[src/osc_pkg.sv]
`default_nettype none
package osc_pkg;
   // Rates and derived cycle counts
   localparam int unsigned CLK_HZ    = 40_000_000;
   localparam int unsigned OSC8_HZ   = 8_000_000;
   localparam int unsigned OSC31_HZ  = 31_250;
   localparam int unsigned OSC8_DIV  = CLK_HZ / OSC8_HZ;
   localparam int unsigned OSC31_DIV = CLK_HZ / OSC31_HZ;
   localparam int unsigned OST_EDGES = 1024;
   localparam int unsigned PLL_MULT  = 4;

   // Oscillator mode codes of the non-volatile field
   localparam logic [3:0] LOW_POWER_CRYSTAL         = 4'h0;
   localparam logic [3:0] STD_CRYSTAL_RESONATOR     = 4'h1;
   localparam logic [3:0] FAST_CRYSTAL_RESONATOR    = 4'h2;
   localparam logic [3:0] FAST_CRYSTAL_TIMES_FOUR   = 4'h3;
   localparam logic [3:0] RESISTOR_CAP_OSC_DIV4_OUT = 4'h4;
   localparam logic [3:0] RESISTOR_CAP_OSC_PIN_IO   = 4'h5;
   localparam logic [3:0] ONCHIP_OSC_DIV4_OUT       = 4'h6;
   localparam logic [3:0] ONCHIP_OSC_TWO_PIN_IO     = 4'h7;
   localparam logic [3:0] OUTSIDE_CLOCK_DIV4_OUT    = 4'h8;
   localparam logic [3:0] OUTSIDE_CLOCK_PIN_IO      = 4'h9;
   localparam logic [3:0] MODE_COUNT                = 4'ha;

   // Register byte offsets
   localparam logic [7:0] OSC_CONTROL_REG_OFS = 8'h00;
   localparam logic [7:0] FEATURE_EN_OFS      = 8'h04;
   localparam logic [7:0] CLK_STATUS_OFS      = 8'h08;

   // Field positions and reset values
   localparam int unsigned PICK_LSB   = 4;
   localparam int unsigned READY_BIT  = 3;
   localparam logic [2:0]  PICK_RST   = 3'h0;
   localparam logic [2:0]  PICK_31KHZ = 3'h0;
   localparam logic [2:0]  PICK_8MHZ  = 3'h7;
   localparam logic [3:0]  FEAT_RST   = 4'h0;

   // Pin hand-over to the port logic
   typedef struct packed {
      logic clk_out_o;
      logic clk_out_oe;
      logic bit6_gpio;
      logic bit7_gpio;
   } pin_ctl_t;

   // Source enables
   typedef struct packed {
      logic pll_en;
      logic osc8_en;
      logic osc31_en;
   } src_en_t;
endpackage : osc_pkg
`default_nettype wire

[src/clock_select.sv]
// Functional notes
// RL1 - Ten modes, four-bit field caught at power-on
// RL2 - Resistor-cap mode drives quarter clock out
// RL3 - Resistor-cap pin-io mode frees bit 6
// RL4 - Outside clock input, quarter clock out
// RL5 - Outside clock pin-io mode frees bit 6
// RL6 - Outside clock modes need no start-up wait
// RL7 - Onchip mode one: quarter out, bit 7 free
// RL8 - Onchip mode two: bits 6, 7 free
// RL9 - Times-four mode multiplies input by four
// RL10 - Multiplier off in every other mode
// RL11 - 8 MHz source direct or postscaled
// RL12 - 8 MHz source on for 125k to 8M
// RL13 - 31 kHz source on for onchip or features
// RL14 - Frequency pick chooses 8M, 31k or postscaled
// RL15 - Frequency pick sits in bits 6 to 4
// RL16 - Frequency pick write takes effect at once
// RL17 - Code 111 8M, halving down, 000 31k
// RL18 - Clock outputs free of glitches and runts
//
// Implementation choices: the placing of the registers and the AHB-Lite interface to the registers.
`default_nettype none
module clock_select #(
   parameter int unsigned OSC8_DIV  = osc_pkg::OSC8_DIV,
   parameter int unsigned OSC31_DIV = osc_pkg::OSC31_DIV,
   parameter int unsigned OST_EDGES = osc_pkg::OST_EDGES
) (
   input  wire logic              hclk,
   input  wire logic              hresetn,
   input  wire logic              hsel,
   input  wire logic [31:0]       haddr,
   input  wire logic [1:0]        htrans,
   input  wire logic              hwrite,
   input  wire logic [2:0]        hsize,
   input  wire logic [31:0]       hwdata,
   input  wire logic              hready,
   output var  logic              hreadyout,
   output var  logic              hresp,
   output var  logic [31:0]       hrdata,
   input  wire logic [3:0]        clk_mode_cfg,
   input  wire logic              clock_in_pin,
   input  wire logic              sleep_req,
   output var  logic              sys_clk_en,
   output var  osc_pkg::pin_ctl_t pins,
   output var  osc_pkg::src_en_t  src_en
);
   typedef struct packed {
      logic              cfg_done;
      logic [3:0]        mode;
      logic              in_prev;
      logic              sleep_prev;
      logic [10:0]       start_cnt;
      logic              primary_ready;
      logic [2:0]        freq_pick;
      logic [3:0]        feat;
      logic [6:0]        post_cnt;
      logic              sys_tick;
      logic [1:0]        div4_cnt;
      osc_pkg::pin_ctl_t pins;
      osc_pkg::src_en_t  src;
      logic              ahb_wr;
      logic              ahb_ok;
      logic [7:0]        ahb_addr;
      logic [31:0]       hrdata;
   } state_t;

   state_t s;
   state_t next_s;
   logic   tick8;
   logic   tick31;
   logic   mult_tick;
   logic   in_rise;
   logic   wake;
   logic   post_hit;
   logic   int_tick;
   logic   prim_tick;
   logic   addr_ok;
   logic   take;

   // Mode class decoders, shared by the logic and its checks; is_outside serves the checks only
   function automatic logic is_internal(input logic [3:0] m);
      return m == osc_pkg::ONCHIP_OSC_DIV4_OUT || m == osc_pkg::ONCHIP_OSC_TWO_PIN_IO;
   endfunction : is_internal

   function automatic logic is_crystal(input logic [3:0] m);
      return m <= osc_pkg::FAST_CRYSTAL_TIMES_FOUR;
   endfunction : is_crystal

   function automatic logic is_outside(input logic [3:0] m);
      return m == osc_pkg::OUTSIDE_CLOCK_DIV4_OUT || m == osc_pkg::OUTSIDE_CLOCK_PIN_IO;
   endfunction : is_outside

   // Postscaler hit mask: code n divides the 8 MHz ticks by 2**(7-n)
   function automatic logic [6:0] post_mask(input logic [2:0] pick);
      return 7'h7f >> pick;
   endfunction : post_mask

   function automatic logic [31:0] read_word(input state_t st, input logic [7:0] a);
      logic [31:0] w;
      w = 32'h0;
      case (a)
         osc_pkg::OSC_CONTROL_REG_OFS: begin
            w[osc_pkg::PICK_LSB +: 3] = st.freq_pick;
            w[osc_pkg::READY_BIT]     = st.primary_ready;
         end
         osc_pkg::FEATURE_EN_OFS: begin
            w[3:0] = st.feat;
         end
         osc_pkg::CLK_STATUS_OFS: begin
            w[3:0] = st.mode;
            w[4]   = st.src.pll_en;
            w[5]   = st.src.osc8_en;
            w[6]   = st.src.osc31_en;
            w[7]   = st.primary_ready;
         end
         default: begin
            w = 32'h0;
         end
      endcase
      return w;
   endfunction : read_word

   // Internal sources are tick dividers off hclk, so their phase is exact only to one cycle
   pulse_divider #(.DIV(OSC8_DIV), .W(11)) osc8_div (
      .hclk    (hclk),
      .hresetn (hresetn),
      .run     (s.src.osc8_en),
      .tick    (tick8)
   );

   pulse_divider #(.DIV(OSC31_DIV), .W(11)) osc31_div (
      .hclk    (hclk),
      .hresetn (hresetn),
      .run     (s.src.osc31_en),
      .tick    (tick31)
   );

   // Multiplier runs only in the times-four mode; elsewhere it sits cleared
   freq_multiplier #(.W(16)) pll (
      .hclk    (hclk),
      .hresetn (hresetn),
      .run     (s.src.pll_en),
      .edge_in (in_rise),
      .tick    (mult_tick)
   );

   // Edge and event detection on the synchronous pins
   assign in_rise   = clock_in_pin & ~s.in_prev;
   assign wake      = s.sleep_prev & ~sleep_req;
   assign post_hit  = tick8 && ((s.post_cnt & post_mask(s.freq_pick)) == post_mask(s.freq_pick)); // [RL17]
   assign int_tick  = (s.freq_pick == osc_pkg::PICK_31KHZ) ? tick31 : post_hit; // [RL14] [RL11]
   assign prim_tick = (s.mode == osc_pkg::FAST_CRYSTAL_TIMES_FOUR) ? mult_tick : in_rise; // [RL9]
   assign addr_ok   = haddr[31:8] == 24'h0;
   assign take      = hsel && hready && htrans[1];

   always_comb begin
      next_s            = s;
      next_s.in_prev    = clock_in_pin;
      next_s.sleep_prev = sleep_req;

      // Strap caught once, on the first edge after reset release
      if (!s.cfg_done) begin
         next_s.cfg_done = 1'b1;
         next_s.mode     = (clk_mode_cfg < osc_pkg::MODE_COUNT) ? clk_mode_cfg
                                                                : osc_pkg::STD_CRYSTAL_RESONATOR; // [RL1]
      end

      // Crystals wait out a start-up count after power-on and wake
      if (!is_crystal(s.mode)) begin
         next_s.primary_ready = s.cfg_done; // [RL6]
      end else if (wake) begin
         next_s.primary_ready = 1'b0;
         next_s.start_cnt     = 11'h0;
      end else if (!s.primary_ready && in_rise) begin
         if (s.start_cnt == 11'(OST_EDGES - 1)) begin
            next_s.primary_ready = 1'b1;
         end else begin
            next_s.start_cnt = s.start_cnt + 11'h1;
         end
      end

      // Source enables
      next_s.src.pll_en   = s.cfg_done && s.mode == osc_pkg::FAST_CRYSTAL_TIMES_FOUR; // [RL10]
      next_s.src.osc8_en  = s.cfg_done && is_internal(s.mode) && s.freq_pick != osc_pkg::PICK_31KHZ; // [RL12]
      next_s.src.osc31_en = s.cfg_done && (is_internal(s.mode) || (|s.feat)); // [RL13]

      // Postscaler advances on each 8 MHz tick
      if (tick8) begin
         next_s.post_cnt = s.post_cnt + 7'h1;
      end

      // System clock is a one-cycle enable; a new pick only reshapes the next tick, never splits one
      next_s.sys_tick = s.cfg_done && !sleep_req &&
                        (is_internal(s.mode) ? int_tick : (s.primary_ready && prim_tick)); // [RL16] [RL18]

      // Quarter-rate output toggles on every second tick, so it has no runt phase
      if (s.sys_tick) begin
         next_s.div4_cnt = s.div4_cnt + 2'h1; // [RL18]
      end

      // Pin hand-over per mode
      next_s.pins = '0;
      case (s.mode)
         osc_pkg::RESISTOR_CAP_OSC_DIV4_OUT, osc_pkg::OUTSIDE_CLOCK_DIV4_OUT: begin
            next_s.pins.clk_out_oe = s.cfg_done; // [RL2] [RL4]
            next_s.pins.clk_out_o  = s.div4_cnt[1];
         end
         osc_pkg::RESISTOR_CAP_OSC_PIN_IO, osc_pkg::OUTSIDE_CLOCK_PIN_IO: begin
            next_s.pins.bit6_gpio = s.cfg_done; // [RL3] [RL5]
         end
         osc_pkg::ONCHIP_OSC_DIV4_OUT: begin
            next_s.pins.clk_out_oe = s.cfg_done; // [RL7]
            next_s.pins.clk_out_o  = s.div4_cnt[1];
            next_s.pins.bit7_gpio  = s.cfg_done;
         end
         osc_pkg::ONCHIP_OSC_TWO_PIN_IO: begin
            next_s.pins.bit6_gpio = s.cfg_done; // [RL8]
            next_s.pins.bit7_gpio = s.cfg_done;
         end
         default: begin
            next_s.pins = '0;
         end
      endcase

      // Bus data phase of a write
      if (s.ahb_wr && s.ahb_ok) begin
         case (s.ahb_addr)
            osc_pkg::OSC_CONTROL_REG_OFS: begin
               next_s.freq_pick = hwdata[osc_pkg::PICK_LSB +: 3]; // [RL15] [RL16]
            end
            osc_pkg::FEATURE_EN_OFS: begin
               next_s.feat = hwdata[3:0];
            end
            default: begin
               next_s.feat = next_s.feat;
            end
         endcase
      end

      // Bus address phase; read data sees a write that finishes in the same cycle
      next_s.ahb_wr   = take && hwrite;
      next_s.ahb_ok   = addr_ok;
      next_s.ahb_addr = haddr[7:0];
      if (take && !hwrite) begin
         next_s.hrdata = addr_ok ? read_word(next_s, haddr[7:0]) : 32'h0;
      end
   end

   // Reset holds a crystal mode until the strap is caught, so no pin is handed over early
   always_ff @(posedge hclk or negedge hresetn) begin
      if (!hresetn) begin
         s           <= '0;
         s.mode      <= osc_pkg::STD_CRYSTAL_RESONATOR;
         s.freq_pick <= osc_pkg::PICK_RST;
         s.feat      <= osc_pkg::FEAT_RST;
      end else begin
         s <= next_s;
      end
   end

   // Zero-wait slave, always OKAY; hsize is not checked, only words are supported
   assign hreadyout  = 1'b1;
   assign hresp      = 1'b0;
   assign hrdata     = s.hrdata;
   assign sys_clk_en = s.sys_tick;
   assign pins       = s.pins;
   assign src_en     = s.src;
endmodule : clock_select
`default_nettype wire

[src/pulse_divider.sv]
`default_nettype none
module pulse_divider #(
   parameter int unsigned DIV = 5,
   parameter int unsigned W   = 11
) (
   input  wire logic hclk,
   input  wire logic hresetn,
   input  wire logic run,
   output var  logic tick
);
   typedef struct packed {
      logic [W-1:0] cnt;
      logic         tick;
   } div_state_t;

   div_state_t s;
   div_state_t next_s;

   // Counter stops and clears while the source is disabled
   always_comb begin
      next_s      = s;
      next_s.tick = 1'b0;
      if (!run) begin
         next_s.cnt = '0;
      end else if (s.cnt == W'(DIV - 1)) begin
         next_s.cnt  = '0;
         next_s.tick = 1'b1;
      end else begin
         next_s.cnt = s.cnt + W'(1);
      end
   end

   always_ff @(posedge hclk or negedge hresetn) begin
      if (!hresetn) begin
         s <= '0;
      end else begin
         s <= next_s;
      end
   end

   assign tick = s.tick;
endmodule : pulse_divider
`default_nettype wire

[src/freq_multiplier.sv]
`default_nettype none
module freq_multiplier #(
   parameter int unsigned W = 16
) (
   input  wire logic hclk,
   input  wire logic hresetn,
   input  wire logic run,
   input  wire logic edge_in,
   output var  logic tick
);
   typedef struct packed {
      logic [W-1:0] period;
      logic [W-1:0] quarter;
      logic [W-1:0] phase;
      logic [1:0]   slot;
      logic         tick;
   } mult_state_t;

   mult_state_t s;
   mult_state_t next_s;

   // Measure the input period, then emit evenly spaced ticks within it
   always_comb begin
      next_s      = s;
      next_s.tick = 1'b0;
      if (!run) begin
         next_s = '0;
      end else if (edge_in) begin
         next_s.quarter = (s.period + W'(1)) >> 2;
         next_s.period  = '0;
         next_s.phase   = '0;
         next_s.slot    = '0;
         next_s.tick    = 1'b1;
      end else begin
         if (s.period != '1) begin
            next_s.period = s.period + W'(1);
         end
         // Extra ticks stop after the third, four ticks in all with the edge tick; a slow input never overruns
         if (s.quarter != '0 && s.slot != 2'(osc_pkg::PLL_MULT - 1)) begin
            if (s.phase + W'(1) == s.quarter) begin
               next_s.phase = '0;
               next_s.slot  = s.slot + 2'h1;
               next_s.tick  = 1'b1;
            end else begin
               next_s.phase = s.phase + W'(1);
            end
         end
      end
   end

   always_ff @(posedge hclk or negedge hresetn) begin
      if (!hresetn) begin
         s <= '0;
      end else begin
         s <= next_s;
      end
   end

   assign tick = s.tick;
endmodule : freq_multiplier
`default_nettype wire

[config.mk]
export PLATFORM = sky130hd
export DESIGN_NAME = clock_select
export DESIGN_NICKNAME = d
export VERILOG_FILES = /design/src/osc_pkg.sv /design/src/clock_select.sv /design/src/pulse_divider.sv /design/src/freq_multiplier.sv
export SDC_FILE = /design/constraint.sdc
export NUM_CORES = 1
export LEC_CHECK = 0
export ABC_AREA = 1
export BUFFER_PORTS_ARGS = -buffer_cell sky130_fd_sc_hd__buf_2
export CELL_PAD_IN_SITES_DETAIL_PLACEMENT = 1
export CELL_PAD_IN_SITES_GLOBAL_PLACEMENT = 2
export CORE_ASPECT_RATIO = 1.5
export CORE_MARGIN = 5
export CORE_UTILIZATION = 30
export DETAILED_ROUTE_END_ITERATION = 8
export HOLD_SLACK_MARGIN = 0.15
export PLACE_DENSITY_LB_ADDON = 0.1
export SYNTH_ARGS = -nofsm -noshare
export SYNTH_HDL_FRONTEND = slang
export SYNTH_HIERARCHICAL = 1
export SYNTH_SLANG_ARGS = --single-unit
[constraint.sdc]
create_clock -name hclk -period 1.9 [get_ports hclk]
set_input_delay 0 -clock hclk [delete_from_list [all_inputs] [get_ports hclk]]
set_output_delay 0 -clock hclk [all_outputs]
set_load 0.05 [all_outputs]
==> results by group <==
Status
  • Status: finished, violations left
  • Failing checks: negative setup slack

Routing
  • Antenna Nets Post-Route: 0
  • Drt pass-1 iters: 4
  • # DRC: 0
  • Initial detailed-routing violation count: 172
  • WL/cell: 14.8 um
  • DRT met1 WL: roughly 8400 um
  • Total Wirelength: 22000 um
  • WL met2: 12800 um
  • Max Used Layer: met4
  • DR WL met3: 502 um
  • Vias per cell: around 4.5
  • Vias: around 6.7k

Timing
  • Worst setup margin: -172 ps
  • Crit path time final: 2070 ps
  • Final Hold Fails: 0
  • Max frequency: 483 MHz
  • Slew @ Worst Pin: 611 ps
  • Period utilization: 1.09
  • Final setup fails: 17
  • Worst Hold Slack: 124 ps
  • Max_slew headroom: 0.593
  • Clock skew: roughly 8.9 ps
  • Slew Limit Fails: 0
  • Unrepaired setup endpoints after global routing: true

Clock network
  • Reg clk slew, reported paths: 60 ps
  • Clk sinks: 133
  • Root buf cell: clkbuf_16
  • CTS tree: done
  • Max H-tree Level: 4
  • CTS max path bufs: 2
  • TritonCTS buffer count: 17
  • Clk_lat worst skew: 420 ps

Critical path
  • End of the critical path: pll/s[11]
  • Slowest CP cell: dfrtp_1
  • Reg2Reg Depth: 13
  • Worst R2R Start: pll/s[4]
  • CP Class: reg2reg
  • Crit end category: flip-flop
  • Worst reg-to-reg setup slack: -170 ps
  • R2R Path End: pll/s[11]
  • Crit path DAT: 2370 ps
  • Crit path largest cell delay: 410 ps
  • Critical path origin: pll/s[4]
  • Critical Path RT: 2200 ps
  • Critical Path Start Type: flip-flop
  • Crit-path most repeated cell: nand3_2
  • Worst path cell trace: buf_6 > nand2_2 > nor2_4 > nand3_2 > nand3_2 > nand2_1 > nor2_2 > nand3_2 > nor2_4 > buf_4 > nand2_8 > nand2_2 > o21ai_1
  • Worst-path fanout max: 7

Floorplan
  • Initial core utilization: 0.301
  • Row cnt: 71
  • Die width: 139 um
  • Die Y: 204 um
  • I/O Pins: 122
  • Die area: 28400 sq um
  • Area of the core: between 20000 and 25000 sq um

Power and ir drop
  • Leak pwr: 0.00472 uW
  • Part of the power in registers: 0.434
  • Comb pwr share: 0.088
  • PD cells: 680 nW/um^2
  • P_sw: around 1700 uW
  • Worst vdd rail ir drop: 0.561 mV
  • Internal cell power: 5080 uW
  • Power share of the clock group: 0.478
  • Switching share of power: 0.249

Yosys
  • Asr flop ratio synth: 1.00
  • Post-Synth Adder-Cell Area: 0.0133
  • Top FF cell, synth: dfrtp_1
  • FF+latch count, synth: 133
  • Synth area leaders: dfrtp_1 (44%), nand2_1 (12%), inv_1 (5.7%), nand3_1 (5.7%), nor2_1 (5.3%)
  • Post-synth EDFFs: 0
  • Share of the synthesized area in the top cell type: 0.439
  • Seq/Total Area, Yosys: 0.442
  • Post-Synth Simple-Gate Area: 0.331
  • Synth area leader: dfrtp_1
  • Synth Instances: 962
  • Largest family of logic cells by synthesized area: simple AND/OR/NAND/NOR gates
  • Avg Synthesized Cell Area: between 7 and 8 sq um
  • Yosys cell types: 49
  • Mapped Area: 7530 sq um
  • Multiplexer share of the synthesized area: 0
  • Post-Synth XOR/XNOR Area: 0.0381
  • Ys Warns: 6
  • Compound-cell area share of the yosys netlist: 0.0637

Global route
  • GRT Total Usage: 0.157
  • Number of global-route vias before repair: 7385
  • Largest net degree at the start of global routing: 60
  • Initial antenna violation count: 0
  • First-pass GRT wire length: 36000 um
  • Grt ovf: 0

Finish
  • Nets: roughly 1.2k
  • Inserted Diodes: 0
  • Layout cells sized above 1: 0.234
  • Most common cell after layout, fill and taps aside: nand2_1
  • Layout area overhead: 32.2%
  • Fin cells: 1493
  • Leading cell types in the layout, fill and taps excluded: nand2_1 (230), dfrtp_1 (131), inv_1 (114)

Placement
  • Port Buffer Count: 66
  • Placed insts: 1395
  • Placer Congestion: 0.758
  • DPL Wire Length: between 15000 and 20000 um
  • Dpl ws: -242 ps

Run
  • Max Cap Viol: 0

Hold path
  • Min-Delay Path Class: in2reg
  • Min-delay src: haddr[15]
  • Hold-critical path depth: 8
==> synth_stat cells (2+ instances only) <==
library cell and instances:
nor2_2 16, dfrtp_1 132, inv_1 114, nor2_1 107, o21bai_1 3, buf_4 41, nand3b_1 2, inv_2 5
nand2_1 234, xnor3_1 3, o22ai_1 10, conb_1 2, ha_1 8, nor4_1 3, nand2_4 2, o21a_1 2
o21ai_2 4, xnor2_1 4, nand2_2 19, nor2_4 9, clkbuf_1 5, o21ai_1 12, xor2_1 21, nand3_2 10
nor3_1 13, nor3b_1 3, a21oi_1 7, nand3_1 85, clkinv_1 3, o21ai_0 35, nand4_1 27, or2_2 4
==> state kept, by name, indices dropped and copies added (netlist names) <==
signal	flops
osc8_div/tick	1
osc8_div/s	11
pll/s	48
osc31_div/tick	1
src_en	3
s	44
osc31_div/s	11
pll/tick	1
hrdata	8
pins	4
sys_clk_en	1
==> metrics by stage <==
step                total power [uW]  TNS, ps  area, sq um   util
floorplan                       3340        0         7620      -
global placement                3500    -2360         8510  0.341
detailed placement              3500    -3240         8510  0.341
CTS                             6870    -2350         9630  0.386
global route                    7070    -4900         9950  0.398
finish                          6760    -2350         9950  0.398
==> cell type report <==
cell class	count	area, sq um
multi-input cells	682	3650
inverters	124	474
well taps	328	410
flip-flops and latches	133	3330
clock inverters	9	104
repair buffers	195	1510
fillers	3043	15000
clock buffers	22	464
==> worst max-delay path: cells and delay by family, from the launching register on <==
kind,cells,cell delay (ps)
AO/OA/AOI/OAI,1,50
flip-flops,1,410
AND/OR/NAND/NOR,10,1170
buffers and inverters,2,290
==> repair_timing <==
action	4_1_cts	5_1_grt
resized for setup	20	37
hold buffers	43	15
gates cloned	0	1
pin swaps	2	20
setup buffers	3	8
setup endpoints to repair	20	44
hold endpoints to repair	167	2
==> routing by layer <==
layer / vias up / GRT usage
li1: 3399 / -
met1: 3269 / 0.163
met2: 58 / 0.315
met3: 19 / 0.0293
met4: 0 / 0.0451
met5: - / 0
==> power by group through the flow <==
| stage | Clock (uW) | Combinational, uW | Sequential, uW |
|---|---|---|---|
| 5_1_grt | 3470 | 656 | 2940 |
| 4_1_cts | 3360 | 582 | 2930 |
| 3_3_place_gp | 0 | 515 | 2980 |
| 3_5_place_dp | 0 | 516 | 2990 |
| 2_1_floorplan | 0 | 357 | 2980 |
| 6_report | 3230 | 592 | 2930 |
==> how the worst min path moves through the flow <==
| stage | end | slack, ps |
|---|---|---|
| detailed placement | pll/s[19] | 40 |
| global placement | pll/s[19] | 40 |
| finish | hrdata[0] | 120 |
| floorplan | hrdata[0] | -300 |
| global route | hrdata[0] | 160 |
| CTS | hrdata[3] | 160 |
==> cell families (layout without fill, tap and decap cells) <==
group | after synthesis | count (layout)
other cells | 2 | 27
buf+inv | 173 | 350
flops | 133 | 133
xor+xnor | 28 | 28
compound gates | 81 | 81
simple gates | 537 | 538
fa+ha+maj | 8 | 8
No activity file was read; power rests on OpenSTA's default activity.
